[src/ppi_map.svh]
`ifndef PPI_MAP_SVH
`define PPI_MAP_SVH

// file addresses of the control registers
`define PPI_ADDR_OPEN_DRAIN  8'h0C
`define PPI_ADDR_PULL_HIGH   8'h0D
`define PPI_ADDR_IRQ_ENABLE  8'h0E
`define PPI_ADDR_IRQ_FLAGS   8'h0F

// direction-load operands
`define PPI_DIR_OPERAND_A    8'h05
`define PPI_DIR_OPERAND_B    8'h06

// irq enable / flag bit positions
`define PPI_BIT_TIMER        0
`define PPI_BIT_PORT_CHANGE  1
`define PPI_BIT_EXT_PIN      2
`define PPI_BIT_GLOBAL       7

// implemented-bit masks
`define PPI_MASK_IRQ_ENABLE  8'h87
`define PPI_MASK_IRQ_FLAGS   8'h07

// reset values
`define PPI_RST_OPEN_DRAIN   8'h00
`define PPI_RST_PULL_HIGH    8'hFF
`define PPI_RST_IRQ_ENABLE   8'h00
`define PPI_RST_IRQ_FLAGS    8'h00
`define PPI_RST_CONFIG       7'h3F
`define PPI_RST_DIRECTION    8'hFF

`endif

[src/ppi_pkg.sv]
`default_nettype none

package ppi_pkg;

  // timer and interrupt configuration, bit 6 down to bit 0
  typedef struct packed {
    logic       extIrqEdgeSel;
    logic       timerClockSrcSel;
    logic       timerSrcEdgeSel;
    logic       prescalerAssign;
    logic [2:0] prescalerRatio;
  } ppi_cfg_t;

  // drive of one 8-bit port
  typedef struct packed {
    logic [7:0] out;
    logic [7:0] oe;
  } ppi_drive_t;

endpackage

`default_nettype wire

[src/ppi_port_irq_ctrl.sv]
`timescale 1ns/10ps
`default_nettype none
`include "ppi_map.svh"

module ppi_port_irq_ctrl (
  input  wire logic            clk,
  input  wire logic            rstn,
  // core file-register access
  input  wire logic [7:0]      fileAddr,
  input  wire logic            fileWrEn,
  input  wire logic [7:0]      fileWrData,
  output logic [7:0]           fileRdData,
  // dedicated instructions
  input  wire logic [7:0]      workAccumulator,
  input  wire logic            configInstr,
  input  wire logic            directionLoadInstr,
  input  wire logic [7:0]      directionOperand,
  input  wire logic            returnFromIrqInstr,
  input  wire logic            sleepActive,
  input  wire logic            portBAccess,
  // neighbouring control registers and latches
  input  wire logic            extIrqPinSelect,
  input  wire logic [7:0]      wakeupChangeCtrl,
  input  wire logic [7:0]      pullDownCtrlN,
  input  wire logic [7:0]      portALatch,
  input  wire logic [7:0]      portBLatch,
  input  wire logic            timerOverflow,
  // pins
  input  wire logic [7:0]      portAPinIn,
  input  wire logic [7:0]      portBPinIn,
  output ppi_pkg::ppi_drive_t  portADrive,
  output ppi_pkg::ppi_drive_t  portBDrive,
  output logic [7:0]           portBPullHighEn,
  output logic [3:0]           portAPullDownEn,
  output logic [3:0]           portBPullDownEn,
  output logic [7:0]           portAPinSync,
  output logic [7:0]           portBPinSync,
  // to core and timer
  output ppi_pkg::ppi_cfg_t    timerCfg,
  output logic [3:0]           prescaleExp,
  output logic                 irqVector,
  output logic                 wakeResume
);

  // prescaler exponent: watchdog 2^n, timer 2^(n+1)
  function automatic logic [3:0] divExp(input logic toWdt, input logic [2:0] n);
    divExp = toWdt ? {1'b0, n} : ({1'b0, n} + 4'h1);
  endfunction

  logic [7:0]          openDrain_reg;
  logic [7:0]          pullHighN_reg;
  logic [7:0]          irqEnable_reg;
  logic [7:0]          irqFlags_reg;
  ppi_pkg::ppi_cfg_t   cfg_reg;
  logic [7:0]          dirA_reg;
  logic [7:0]          dirB_reg;
  logic [7:0]          syncA1_reg, syncA2_reg, syncA3_reg;
  logic [7:0]          syncB1_reg, syncB2_reg, syncB3_reg;
  logic [7:0]          stableA_reg, stableB_reg;
  logic [7:0]          portBRef_reg;
  logic                extLevel_reg;

  // address decode
  wire logic selOd  = fileAddr == `PPI_ADDR_OPEN_DRAIN;
  wire logic selPh  = fileAddr == `PPI_ADDR_PULL_HIGH;
  wire logic selEn  = fileAddr == `PPI_ADDR_IRQ_ENABLE;
  wire logic selFl  = fileAddr == `PPI_ADDR_IRQ_FLAGS;
  wire logic wrOd   = fileWrEn & selOd;
  wire logic wrPh   = fileWrEn & selPh;
  wire logic wrEn   = fileWrEn & selEn;
  wire logic wrFl   = fileWrEn & selFl;
  wire logic ldDirA = directionLoadInstr & (directionOperand == `PPI_DIR_OPERAND_A);
  wire logic ldDirB = directionLoadInstr & (directionOperand == `PPI_DIR_OPERAND_B);

  // debounced pin levels: second and third stage agree
  wire logic [7:0] stableA_next = (syncA2_reg & syncA3_reg) | (stableA_reg & (syncA2_reg ^ syncA3_reg));
  wire logic [7:0] stableB_next = (syncB2_reg & syncB3_reg) | (stableB_reg & (syncB2_reg ^ syncB3_reg));

  // port B change detection
  wire logic [7:0] changeMask = wakeupChangeCtrl & dirB_reg
                              & {7'h7F, ~extIrqPinSelect};
  wire logic       portChange = |((stableB_reg ^ portBRef_reg) & changeMask);

  // external pin edge on port B pin 0
  wire logic extRise = ~extLevel_reg & stableB_reg[0];
  wire logic extFall = extLevel_reg & ~stableB_reg[0];
  wire logic extEdge = extIrqPinSelect
                     & (cfg_reg.extIrqEdgeSel ? extRise : extFall);

  // flag set events, set wins over software clear
  wire logic [7:0] flagSet = {5'h00,
                              extEdge,
                              portChange & irqEnable_reg[`PPI_BIT_PORT_CHANGE],
                              timerOverflow};
  wire logic [7:0] flagBase = wrFl ? (fileWrData & `PPI_MASK_IRQ_FLAGS) : irqFlags_reg;
  wire logic [7:0] irqFlags_next = (flagBase | flagSet) & `PPI_MASK_IRQ_FLAGS;

  // interrupt acceptance
  wire logic pending = |(irqFlags_reg[2:0] & irqEnable_reg[2:0]);
  wire logic global_irq_enable     = irqEnable_reg[`PPI_BIT_GLOBAL];
  wire logic take    = global_irq_enable & pending;
  wire logic [7:0] enBase = wrEn ? (fileWrData & `PPI_MASK_IRQ_ENABLE) : irqEnable_reg;
  wire logic gieNext = take ? 1'b0
                     : (returnFromIrqInstr ? 1'b1 : enBase[`PPI_BIT_GLOBAL]);
  wire logic [7:0] irqEnable_next = {gieNext, enBase[6:0]};

  // read data: flags read as flags AND enables
  wire logic [7:0] rdNext = selOd ? openDrain_reg
                          : selPh ? pullHighN_reg
                          : selEn ? irqEnable_reg
                          : selFl ? (irqFlags_reg & irqEnable_reg)
                          : 8'h00;

  // pin drive
  wire logic [7:0] outA     = ~dirA_reg;
  wire logic [7:0] outB     = ~dirB_reg;
  wire logic [7:0] oeANext  = outA & 8'hDF;
  wire logic [7:0] odActive = openDrain_reg & outB;
  wire logic [7:0] oeBNext  = outB & ~(odActive & portBLatch);
  wire logic [7:0] outBNext = portBLatch & ~odActive;
  wire logic [7:0] phNext   = ~pullHighN_reg & dirB_reg;
  wire logic [3:0] pdANext  = ~pullDownCtrlN[3:0] & dirA_reg[3:0];
  wire logic [3:0] pdBNext  = ~pullDownCtrlN[7:4] & dirB_reg[3:0];

  // pin synchronisers
  always_ff @(posedge clk or negedge rstn) begin
    if (!rstn) begin
      syncA1_reg  <= 8'h00;
      syncA2_reg  <= 8'h00;
      syncA3_reg  <= 8'h00;
      syncB1_reg  <= 8'h00;
      syncB2_reg  <= 8'h00;
      syncB3_reg  <= 8'h00;
      stableA_reg <= 8'h00;
      stableB_reg <= 8'h00;
    end else begin
      syncA1_reg  <= portAPinIn;
      syncA2_reg  <= syncA1_reg;
      syncA3_reg  <= syncA2_reg;
      syncB1_reg  <= portBPinIn;
      syncB2_reg  <= syncB1_reg;
      syncB3_reg  <= syncB2_reg;
      stableA_reg <= stableA_next;
      stableB_reg <= stableB_next;
    end
  end

  // change reference and edge history
  always_ff @(posedge clk or negedge rstn) begin
    if (!rstn) begin
      portBRef_reg <= 8'h00;
      extLevel_reg <= 1'b0;
    end else begin
      if (portBAccess) portBRef_reg <= stableB_reg;
      extLevel_reg <= stableB_reg[0];
    end
  end

  // file registers
  always_ff @(posedge clk or negedge rstn) begin
    if (!rstn) begin
      openDrain_reg <= `PPI_RST_OPEN_DRAIN;
      pullHighN_reg <= `PPI_RST_PULL_HIGH;
      irqEnable_reg <= `PPI_RST_IRQ_ENABLE;
      irqFlags_reg  <= `PPI_RST_IRQ_FLAGS;
    end else begin
      if (wrOd) openDrain_reg <= fileWrData;
      if (wrPh) pullHighN_reg <= fileWrData;
      irqEnable_reg <= irqEnable_next;
      irqFlags_reg  <= irqFlags_next;
    end
  end

  // write-only config and direction registers
  always_ff @(posedge clk or negedge rstn) begin
    if (!rstn) begin
      cfg_reg  <= `PPI_RST_CONFIG;
      dirA_reg <= `PPI_RST_DIRECTION;
      dirB_reg <= `PPI_RST_DIRECTION;
    end else begin
      if (configInstr) cfg_reg <= workAccumulator[6:0];
      if (ldDirA) dirA_reg <= workAccumulator;
      if (ldDirB) dirB_reg <= workAccumulator;
    end
  end

  // registered outputs
  always_ff @(posedge clk or negedge rstn) begin
    if (!rstn) begin
      fileRdData      <= 8'h00;
      portADrive      <= '0;
      portBDrive      <= '0;
      portBPullHighEn <= 8'h00;
      portAPullDownEn <= 4'h0;
      portBPullDownEn <= 4'h0;
      portAPinSync    <= 8'h00;
      portBPinSync    <= 8'h00;
      timerCfg        <= `PPI_RST_CONFIG;
      prescaleExp     <= 4'h0;
      irqVector       <= 1'b0;
      wakeResume      <= 1'b0;
    end else begin
      fileRdData      <= rdNext;
      portADrive      <= '{out: portALatch, oe: oeANext};
      portBDrive      <= '{out: outBNext, oe: oeBNext};
      portBPullHighEn <= phNext;
      portAPullDownEn <= pdANext;
      portBPullDownEn <= pdBNext;
      portAPinSync    <= stableA_reg;
      portBPinSync    <= stableB_reg;
      timerCfg        <= cfg_reg;
      prescaleExp     <= divExp(cfg_reg.prescalerAssign, cfg_reg.prescalerRatio);
      irqVector       <= take;
      wakeResume      <= sleepActive & pending & ~global_irq_enable;
    end
  end
endmodule // ppi_port_irq_ctrl

`default_nettype wire
[config.mk]
export PLATFORM = sky130hd
export DESIGN_NAME = ppi_port_irq_ctrl
export DESIGN_NICKNAME = d
export VERILOG_FILES = /design/src/ppi_pkg.sv /design/src/ppi_port_irq_ctrl.sv
export VERILOG_INCLUDE_DIRS = /design/src
export SDC_FILE = /design/constraint.sdc
export NUM_CORES = 1
export LEC_CHECK = 0
export ABC_AREA = 0
export BUFFER_PORTS_ARGS = -buffer_cell sky130_fd_sc_hd__buf_2
export CAP_MARGIN = 20
export CORE_AREA = 2 2 154 96
export DETAILED_ROUTE_END_ITERATION = 6
export DIE_AREA = 0 0 156 98
export PLACE_DENSITY_LB_ADDON = 0.25
export SLEW_MARGIN = 20
export SYNTH_ARGS = -nofsm -noshare
export SYNTH_HDL_FRONTEND = slang
export SYNTH_SLANG_ARGS = --single-unit
[constraint.sdc]
create_clock -name clk -period 1.4 [get_ports clk]
set_input_delay 0.28 -clock clk [delete_from_list [all_inputs] [get_ports clk]]
set_output_delay 0.28 -clock clk [all_outputs]
set_load 0.03 [all_outputs]
== After elaboration in Yosys (flattened, before gate mapping) ==
Index checks and enable logic that the tools add are counted.

* Register bits: 203
* Bits of input ports: 90
* Logic and storage cells: 106

* $add $sub $neg: 1
* Equality and inequality tests: 6
* Mux-type cells: 10
* Bitwise logic cells: 46
* Reduce and logical (&&, ||, !) cells: 3

{| class="wikitable"
|+ Operators with widths
! kind !! number
|-
| $and 8x8->8 || 12
|-
| $mux 8 || 5
|-
| $not 8->8 || 5
|-
| $eq 8x4->1 const B || 4
|-
| $xor 8x8->8 || 3
|-
| $eq 8x3->1 const B || 2
|-
| $or 8x8->8 || 2
|-
| $and 1x1->1 || 13
|-
| $and 3x8->8 || 1
|-
| $and 4x4->4 || 2
|-
| $not 4->4 || 2
|-
| $reduce_or 8->1 || 1
|-
| $add 3x1->4 const B || 1
|-
| $mux 4 || 1
|-
| $not 1->1 || 4
|-
| $and 3x3->3 || 1
|-
| $mux 1 || 3
|-
| $mux 3 || 1
|-
| $or 3x3->3 || 1
|-
| $reduce_bool 3->1 || 1
|-
| $reduce_or 3->1 || 1
|}

== Logic depth before layout (Yosys ltp) ==
Gate-level depths: netlist (run 1).

* Depth after elaboration: 6
* Mapped depth: 5
* Gate-level depth less buffers: 4

== Least setup slack after synthesis (run 1) ==
Ideal clock, no wire load.

* Path kind: input to register
* Start point: input directionOperand[4]
* End point: register dirB_reg[5]
* Library setup time: 82 ps
* Data arrival time: 1,630 ps
* Required time: 1,318 ps
* Setup slack: -313 ps
* Stages: 4
* Cells stage by stage: or4b_4 nor4b_4 nand3b_4 mux2_4

* Longest elaborated chain between the ends: 2

{| class="wikitable"
|+ RTL lines
! item !! line !! source
|-
| from (decl) || ppi_port_irq_ctrl.sv:17 || <nowiki>input wire logic [7:0] directionOperand,</nowiki>
|-
| $eq 8x3->1 (no source line) || n/a ||
|-
| $and 1x1->1 || ppi_port_irq_ctrl.sv:73 || <nowiki>wire logic ldDirB = directionLoadInstr & (directionOperand == `PPI_DIR_OPERAND_B);</nowiki>
|-
| to (signal assigned) || ppi_port_irq_ctrl.sv:179 || <nowiki>dirB_reg <= `PPI_RST_DIRECTION;</nowiki>
|-
| to (signal assigned) || ppi_port_irq_ctrl.sv:183 || <nowiki>if (ldDirB) dirB_reg <= workAccumulator;</nowiki>
|-
| to (decl) || ppi_port_irq_ctrl.sv:56 || <nowiki>logic [7:0] dirB_reg;</nowiki>
|}

Every way passes these cells.
A chain may end at the register's enable or synchronous reset.

== Worst setup path after layout (run 1) ==
* Start point: input directionOperand[4]
* End point: register dirB_reg[4]

Same word-level chain as after synthesis.

==> reports/metrics.csv, run 1 <==
metric;value;unit
top flop regs;portBDrive x16, portADrive x15;
Max FO, Critical Path;8;
port bufs;173;
die footprint;15300;µm²
Min-Delay Path Class;input port to register;
Top reg by flops;portBDrive;
root buffer selected by CTS;sky130_fd_sc_hd__clkbuf_16;
outcome;finished with violations;
register clock-pin slew on the reported worst setup and hold paths;0.07;ns
via count of the routed design;4156;
vias in the first global route;4397;
data arrival time at the worst-slack endpoint;1.83;ns
Num CTS Buffers;19;
number of placement rows;34;
number of clock sinks seen by CTS;201;
Placeable Area;14000;µm²
hold slack;0.0632;ns
core occupancy in the finished layout;66.2;%
die height;98;µm
top cell type by total area after synthesis;sky130_fd_sc_hd__dfrtp_1;
initial core utilization;48.6;%
maximum clock rate;699;MHz
Worst Hold Depth;2;
Starting DRT DRC Count;185;
layout overhead on the synthesized area;36.3;%
fin cells;867;
sequential-to-total area share from yosys stat;74.6;%
r2r setup slk;0.13;ns
number of levels the H-tree was split into;1;
post-layout instance area;9270;µm²
layout filler cell count;1019;
drt pass-1 iters;4;
wire length of the first global-routing pass;22600;µm
distinct cell type count of the synthesized netlist;37;
power density of the placed cells;1480;nW/µm²
setup slack after layout;-0.0314;ns
Cell Count Post-Placement;790;
R2R depth;4;
biggest area contributors in the synthesized netlist;sky130_fd_sc_hd__dfrtp_1, sky130_fd_sc_hd__dfstp_2, sky130_fd_sc_hd__mux2_2;
TritonCTS clock tree;built;
type of element launching the critical path;input port;
part of the cycle the worst path needs;102;%
worst-case clock skew;0.0151;ns
number of antenna repair diodes;0;
max-capacitance violation count;0;
mean routed wirelength per cell;16.5;µm
latest clock arrival within the worst-skew pair;0.48;ns
post-synth top area share;61.1;%
total nets after synthesis;530;
Cells after Synth;423;
cell leakage power;4.54;nW
I/O pin count;175;
Post-synth EDFFs;0;
final-stage net count;781;
endpoint class of the critical path;register;
Mapped Area;6800;µm²
routability congestion estimate from global placement;0.771;
global route overflow;0;
Antenna Violating Nets Remaining;0;
DRC;0;
max FFs per register;16;
maximum number of pins on one net before global-route repair;52;
required time of the worst setup path;1.80;ns
Avg Synthesized Cell Area;16.1;µm²
number of antenna violations at the first check in global routing;0;
floorplan die width;156;µm
final critical path time including I/O delays and setup;1.43;ns
total count of max-transition violations in the final report;0;
critical setup path kind;input port to register;
HPWL after detailed placement;10100;µm
GRT Resource Usage Total;19.0;%
Setup-failing EPs final;7;
CTS Buffer Depth;3;
sum of routed wire length over all layers;14300;µm
most frequent cells after synthesis;sky130_fd_sc_hd__dfrtp_1, sky130_fd_sc_hd__mux2_2, sky130_fd_sc_hd__dfstp_2;
unrepaired setup endpoints after global routing;true;
violations in the final reports;negative setup slack;
placed instance area;8060;µm²
ys flop type;sky130_fd_sc_hd__dfrtp_1;
per-cell via count in the routed design;4.79;
worst slack after detailed placement;-0.519;ns
final hold viol count;0;
warning count from the yosys run;0;
async set-or-reset flop fraction in the synthesized netlist;100;%
register bit total from synthesis;201;
most common cell in the netlist;sky130_fd_sc_hd__dfrtp_1;
layout cell share with drive strength beyond 1;46.0;%
Worst VDD drop;0.907;mV
## worst max-delay path, cell delays in order
cell and delay, ns:
sky130_fd_sc_hd__buf_6 0.09, sky130_fd_sc_hd__or4b_4 0.54, sky130_fd_sc_hd__nor4b_4 0.24, sky130_fd_sc_hd__buf_4 0.18, sky130_fd_sc_hd__nand3b_4 0.16, sky130_fd_sc_hd__mux2_4 0.34
## cell families (layout without fill, tap and decap cells)
family / Yosys count / in the layout / share of synthesized area (%)
flip-flops: 201 / 201 / 74.6
AND/OR/NAND/NOR: 61 / 61 / 5.06
multiplexers: 56 / 56 / 9.16
AO/OA/AOI/OAI: 52 / 52 / 5.22
buffers and inverters: 25 / 289 / 1.49
adder cells (fa/ha/maj): 17 / 17 / 3.13
XOR/XNOR: 10 / 10 / 1.29
other: 1 / 1 / 0.0551
## power by group
part	switching [mW]	leakage, nW	internal, mW
Combinational	0.787	1.83	0.612
Clock	2.12	0.354	3.69
Sequential	0.225	2.36	6.26
## path summary, 6_finish.rpt
kind,start,to
worst max-delay path,directionOperand[4],dirB_reg[4]
worst min-delay path,fileWrData[7],pullHighN_reg[7]
worst max register to register,stableB_reg[7],irqFlags_reg[1]
worst min register to register,syncB1_reg[2],syncB2_reg[2]
max in group asynchronous,rstn,pullHighN_reg[2]
min in group asynchronous,rstn,fileRdData[2]
## cells in the final DEF (no fill, tap or decap), types with 2 or more instances in the layout
| cell | n |
|---|---|
| sky130_fd_sc_hd__dfrtp_1 | 166 |
| sky130_fd_sc_hd__buf_2 | 164 |
| sky130_fd_sc_hd__mux2_2 | 45 |
| sky130_fd_sc_hd__dlygate4sd3_1 | 42 |
| sky130_fd_sc_hd__dfstp_2 | 35 |
| sky130_fd_sc_hd__nor2_1 | 24 |
| sky130_fd_sc_hd__inv_1 | 19 |
| sky130_fd_sc_hd__clkbuf_16 | 19 |
| sky130_fd_sc_hd__buf_4 | 19 |
| sky130_fd_sc_hd__ha_1 | 17 |
| sky130_fd_sc_hd__a21o_1 | 16 |
| sky130_fd_sc_hd__nand2_1 | 14 |
| sky130_fd_sc_hd__xnor2_1 | 10 |
| sky130_fd_sc_hd__a21oi_1 | 9 |
| sky130_fd_sc_hd__mux2i_1 | 9 |
| sky130_fd_sc_hd__a21boi_0 | 8 |
| sky130_fd_sc_hd__buf_6 | 7 |
| sky130_fd_sc_hd__o22ai_1 | 6 |
| sky130_fd_sc_hd__clkbuf_8 | 6 |
| sky130_fd_sc_hd__nor3_1 | 5 |
| sky130_fd_sc_hd__bufinv_16 | 5 |
| sky130_fd_sc_hd__a211oi_1 | 4 |
| sky130_fd_sc_hd__nand4_1 | 4 |
| sky130_fd_sc_hd__o21ai_0 | 4 |
| sky130_fd_sc_hd__nor2b_1 | 3 |
| sky130_fd_sc_hd__buf_12 | 3 |
| sky130_fd_sc_hd__nand3b_4 | 2 |
| sky130_fd_sc_hd__mux2_4 | 2 |
| sky130_fd_sc_hd__clkinv_2 | 2 |
## layout make-up
| type | count | area, µm² | area share [%] |
|---|---|---|---|
| clock buffer | 25 | 548 | 5.91 |
| clock inverter | 9 | 176 | 1.90 |
| inverter | 19 | 71.3 | 0.770 |
| multi-input combinational | 197 | 1640 | 17.7 |
| sequential | 201 | 5070 | 54.7 |
| tap | 180 | 225 | 2.43 |
| timing repair buffer | 236 | 1540 | 16.6 |
## per-stage QoR
step                power (mW)  TNS, ns
floorplan                 7.24    -4.32
global placement          7.81    -7.02
detailed placement        7.87    -8.14
CTS                       13.9   -0.150
global route              14.2   -0.476
finish                    13.7  -0.0688
## repair_timing
action                                  in CTS  in global routing
hold buffers                                42                  0
resized for setup                           15                  3
hold endpoints to repair                    66                  0
endpoints found under the setup margin      12                 19
setup buffers                                0                  1
pin swaps                                    0                  1
## layer usage
metal / wire [µm] / track usage, %
met2: 6530 / 30.9
met1: 6570 / 26.8
met5: 0 / 0
met3: 864 / 4.04
met4: 302 / 4.52
Power figures use the tool's default switching activity.
==> run 2: changes to the inputs <==
Settings changed: CAP_MARGIN 20 to 0, CORE_AREA 2 2 154 96 to 2 2 151 94, DIE_AREA 0 0 156 98 to 0 0 153 96.
==> run 2 against run 1 <==
The run still ends with negative setup slack left. Sequential power hardly changed. Total power is 8.9% lower. Core utilization is 1.9 points higher. Global-route usage is 1.4 points higher. Sequential cell count stayed put. Critical path type is now register to primary output. Highest routed layer unchanged.
==> reports/metrics.csv, run 2 (synthesis gave the netlist of run 1 again) <==
metric;value;unit;change
I/O pin count;175;;unchanged
max-capacitance violation count;0;;unchanged
layout overhead on the synthesized area;33.6;%;
Cell Count Post-Placement;786;;-0.51%
number of placement rows;33;;-2.9%
required time of the worst setup path;1.12;ns;-0.68 ns
number of levels the H-tree was split into;1;;unchanged
Sum Neg Setup Slack;-0.00146;ns;+0.0673 ns
type of element launching the critical path;register;;
placed instance area;8060;µm²;about the same
DRC;0;;unchanged
ordered cell list for the critical path;buf_6;;
sum of routed wire length over all layers;14400;µm;+0.71%
TritonCTS clock tree;built;;
Max FO, Critical Path;1;;-7
Top reg by flops;portBDrive;;
initial core utilization;51.0;%;+2.4 points
layout cell share with drive strength beyond 1;45.3;%;-0.74 points
wire length of the first global-routing pass;23300;µm;+2.9%
maximum number of pins on one net before global-route repair;46;;-12%
critical path capture point;timerCfg[1];;
floorplan die width;153;µm;-1.9%
commonest cells after routing, fill and taps aside;sky130_fd_sc_hd__dfrtp_1, sky130_fd_sc_hd__buf_2, sky130_fd_sc_hd__mux2_2;;
stage delay of the slowest cell on the critical path;0.53;ns;about the same
top flop regs;portBDrive x16, portADrive x15;;
Placeable Area;13300;µm²;-4.7%
violations in the final reports;negative setup slack;;
endpoint class of the critical path;primary output;;
HPWL after detailed placement;9960;µm;-1.7%
latest clock arrival within the worst-skew pair;0.47;ns;about the same
global route overflow;0;;unchanged
setup slack after layout;-0.00146;ns;+0.0299 ns
fin cells;861;;-0.69%
Worst VDD drop;0.992;mV;+9.4%
final critical path time including I/O delays and setup;1.40;ns;-0.0299 ns
via count of the routed design;4193;;+0.89%
Setup-failing EPs final;1;;-6
R2R depth;3;;-1
per-cell via count in the routed design;4.87;;+1.6%
power density of the placed cells;1370;nW/µm²;-7.2%
outcome;finished with violations;;
capturing point of the worst reg2reg path;irqEnable_reg[7];;
Starting DRT DRC Count;114;;-38%
data arrival time at the worst-slack endpoint;1.12;ns;-0.71 ns
CP Depth;1;;-5
maximum clock rate;714;MHz;+2.1%
register clock-pin slew on the reported worst setup and hold paths;0.06;ns;about the same
mean routed wirelength per cell;16.7;µm;+1.4%
root buffer selected by CTS;sky130_fd_sc_hd__clkbuf_16;;
Num CTS Buffers;19;;unchanged
CTS Buffer Depth;3;;unchanged
critical setup path kind;register to primary output;;
post-layout instance area;9090;µm²;-1.9%
die footprint;14700;µm²;-3.9%
vias in the first global route;4479;;+1.9%
number of clock sinks seen by CTS;201;;unchanged
slowest stage cell, crit path;sky130_fd_sc_hd__dfstp_2;;
routability congestion estimate from global placement;0.804;;+4.3%
launch instance of the worst register-to-register path;irqEnable_reg[2];;
die height;96;µm;-2.0%
number of antenna violations at the first check in global routing;1;;+1
total count of max-transition violations in the final report;0;;unchanged
unrepaired setup endpoints after global routing;true;;
GRT Resource Usage Total;20.4;%;+1.4 points
port bufs;173;;unchanged
Min-Delay Path Class;input port to register;;
max FFs per register;16;;unchanged
drt pass-1 iters;4;;unchanged
beginning of the critical path;timerCfg[1];;
worst-case clock skew;0.00572;ns;-0.00941 ns
r2r setup slk;0.15;ns;+0.02 ns
cell leakage power;4.45;nW;-1.9%
Antenna Violating Nets Remaining;0;;unchanged
final-stage net count;782;;+0.13%
part of the cycle the worst path needs;100;%;-2.1 points
final hold viol count;0;;unchanged
buffers and inverters on the worst path;1;;-1
crit-path leading delay family;flip-flops;;
## run 2: worst min-delay path by stage
stage,from,end,slack (ns),depth (start not counted)
floorplan,rstn,cfg_reg[6],-0.02,0
global placement,rstn,portAPinSync[1],0.24,1
detailed placement,rstn,portAPinSync[1],0.25,1
CTS,sleepActive,wakeResume,0.05,2
global route,sleepActive,wakeResume,0.06,2
finish,sleepActive,wakeResume,0.06,2
## run 2: per-layer routing
metal / part of all wire [%] / up-vias / GRT usage [%] / routed length [µm]
li1: - / 1959 / - / -
met1: 45 / 2058 / 28.5 / 6450
met2: 46 / 152 / 33.4 / 6650
met3: 7.3 / 24 / 5.18 / 1040
met4: 1.6 / 0 / 3.94 / 225
met5: 0 / - / 0 / 0
## run 2: stage by stage
| step | utilization [%] | hold slack, ns | setup WS [ns] | total power, mW |
|---|---|---|---|---|
| finish | 68.2 | 0.0643 | -0.00146 | 12.5 |
| global route | 68.1 | 0.0560 | -0.0348 | 13.1 |
| CTS | 68.1 | 0.0459 | -0.0298 | 12.6 |
| detailed placement | 60.4 | 0.251 | -0.555 | 7.86 |
| global placement | 60.4 | 0.243 | -0.498 | 7.81 |
| floorplan | - | -0.0156 | -0.313 | 7.24 |
## run 2: final cells by class
cell class / instances / area [µm²]
tap: 175 / 219
sequential: 201 / 5070
antenna: 1 / 2.50
clock inverter: 4 / 22.5
fill: 946 / 4250
timing repair buffer: 237 / 1540
inverter: 19 / 71.3
clock buffer: 27 / 526
multi-input combinational: 197 / 1630
## run 2: repair_timing
action / CTS / global route
hold buffers: 42 / 0
resized for setup: 14 / 2
endpoints found under the setup margin: 22 / 22
endpoints found under the hold margin: 65 / 0
pin swaps: 2 / 2
setup buffers: 1 / 0
## run 2: power by group
| group | internal (mW) | switching (mW) | total, mW |
|---|---|---|---|
| combinational | 0.607 | 0.785 | 1.39 |
| clock | 2.60 | 1.99 | 4.60 |
| sequential | 6.26 | 0.221 | 6.48 |
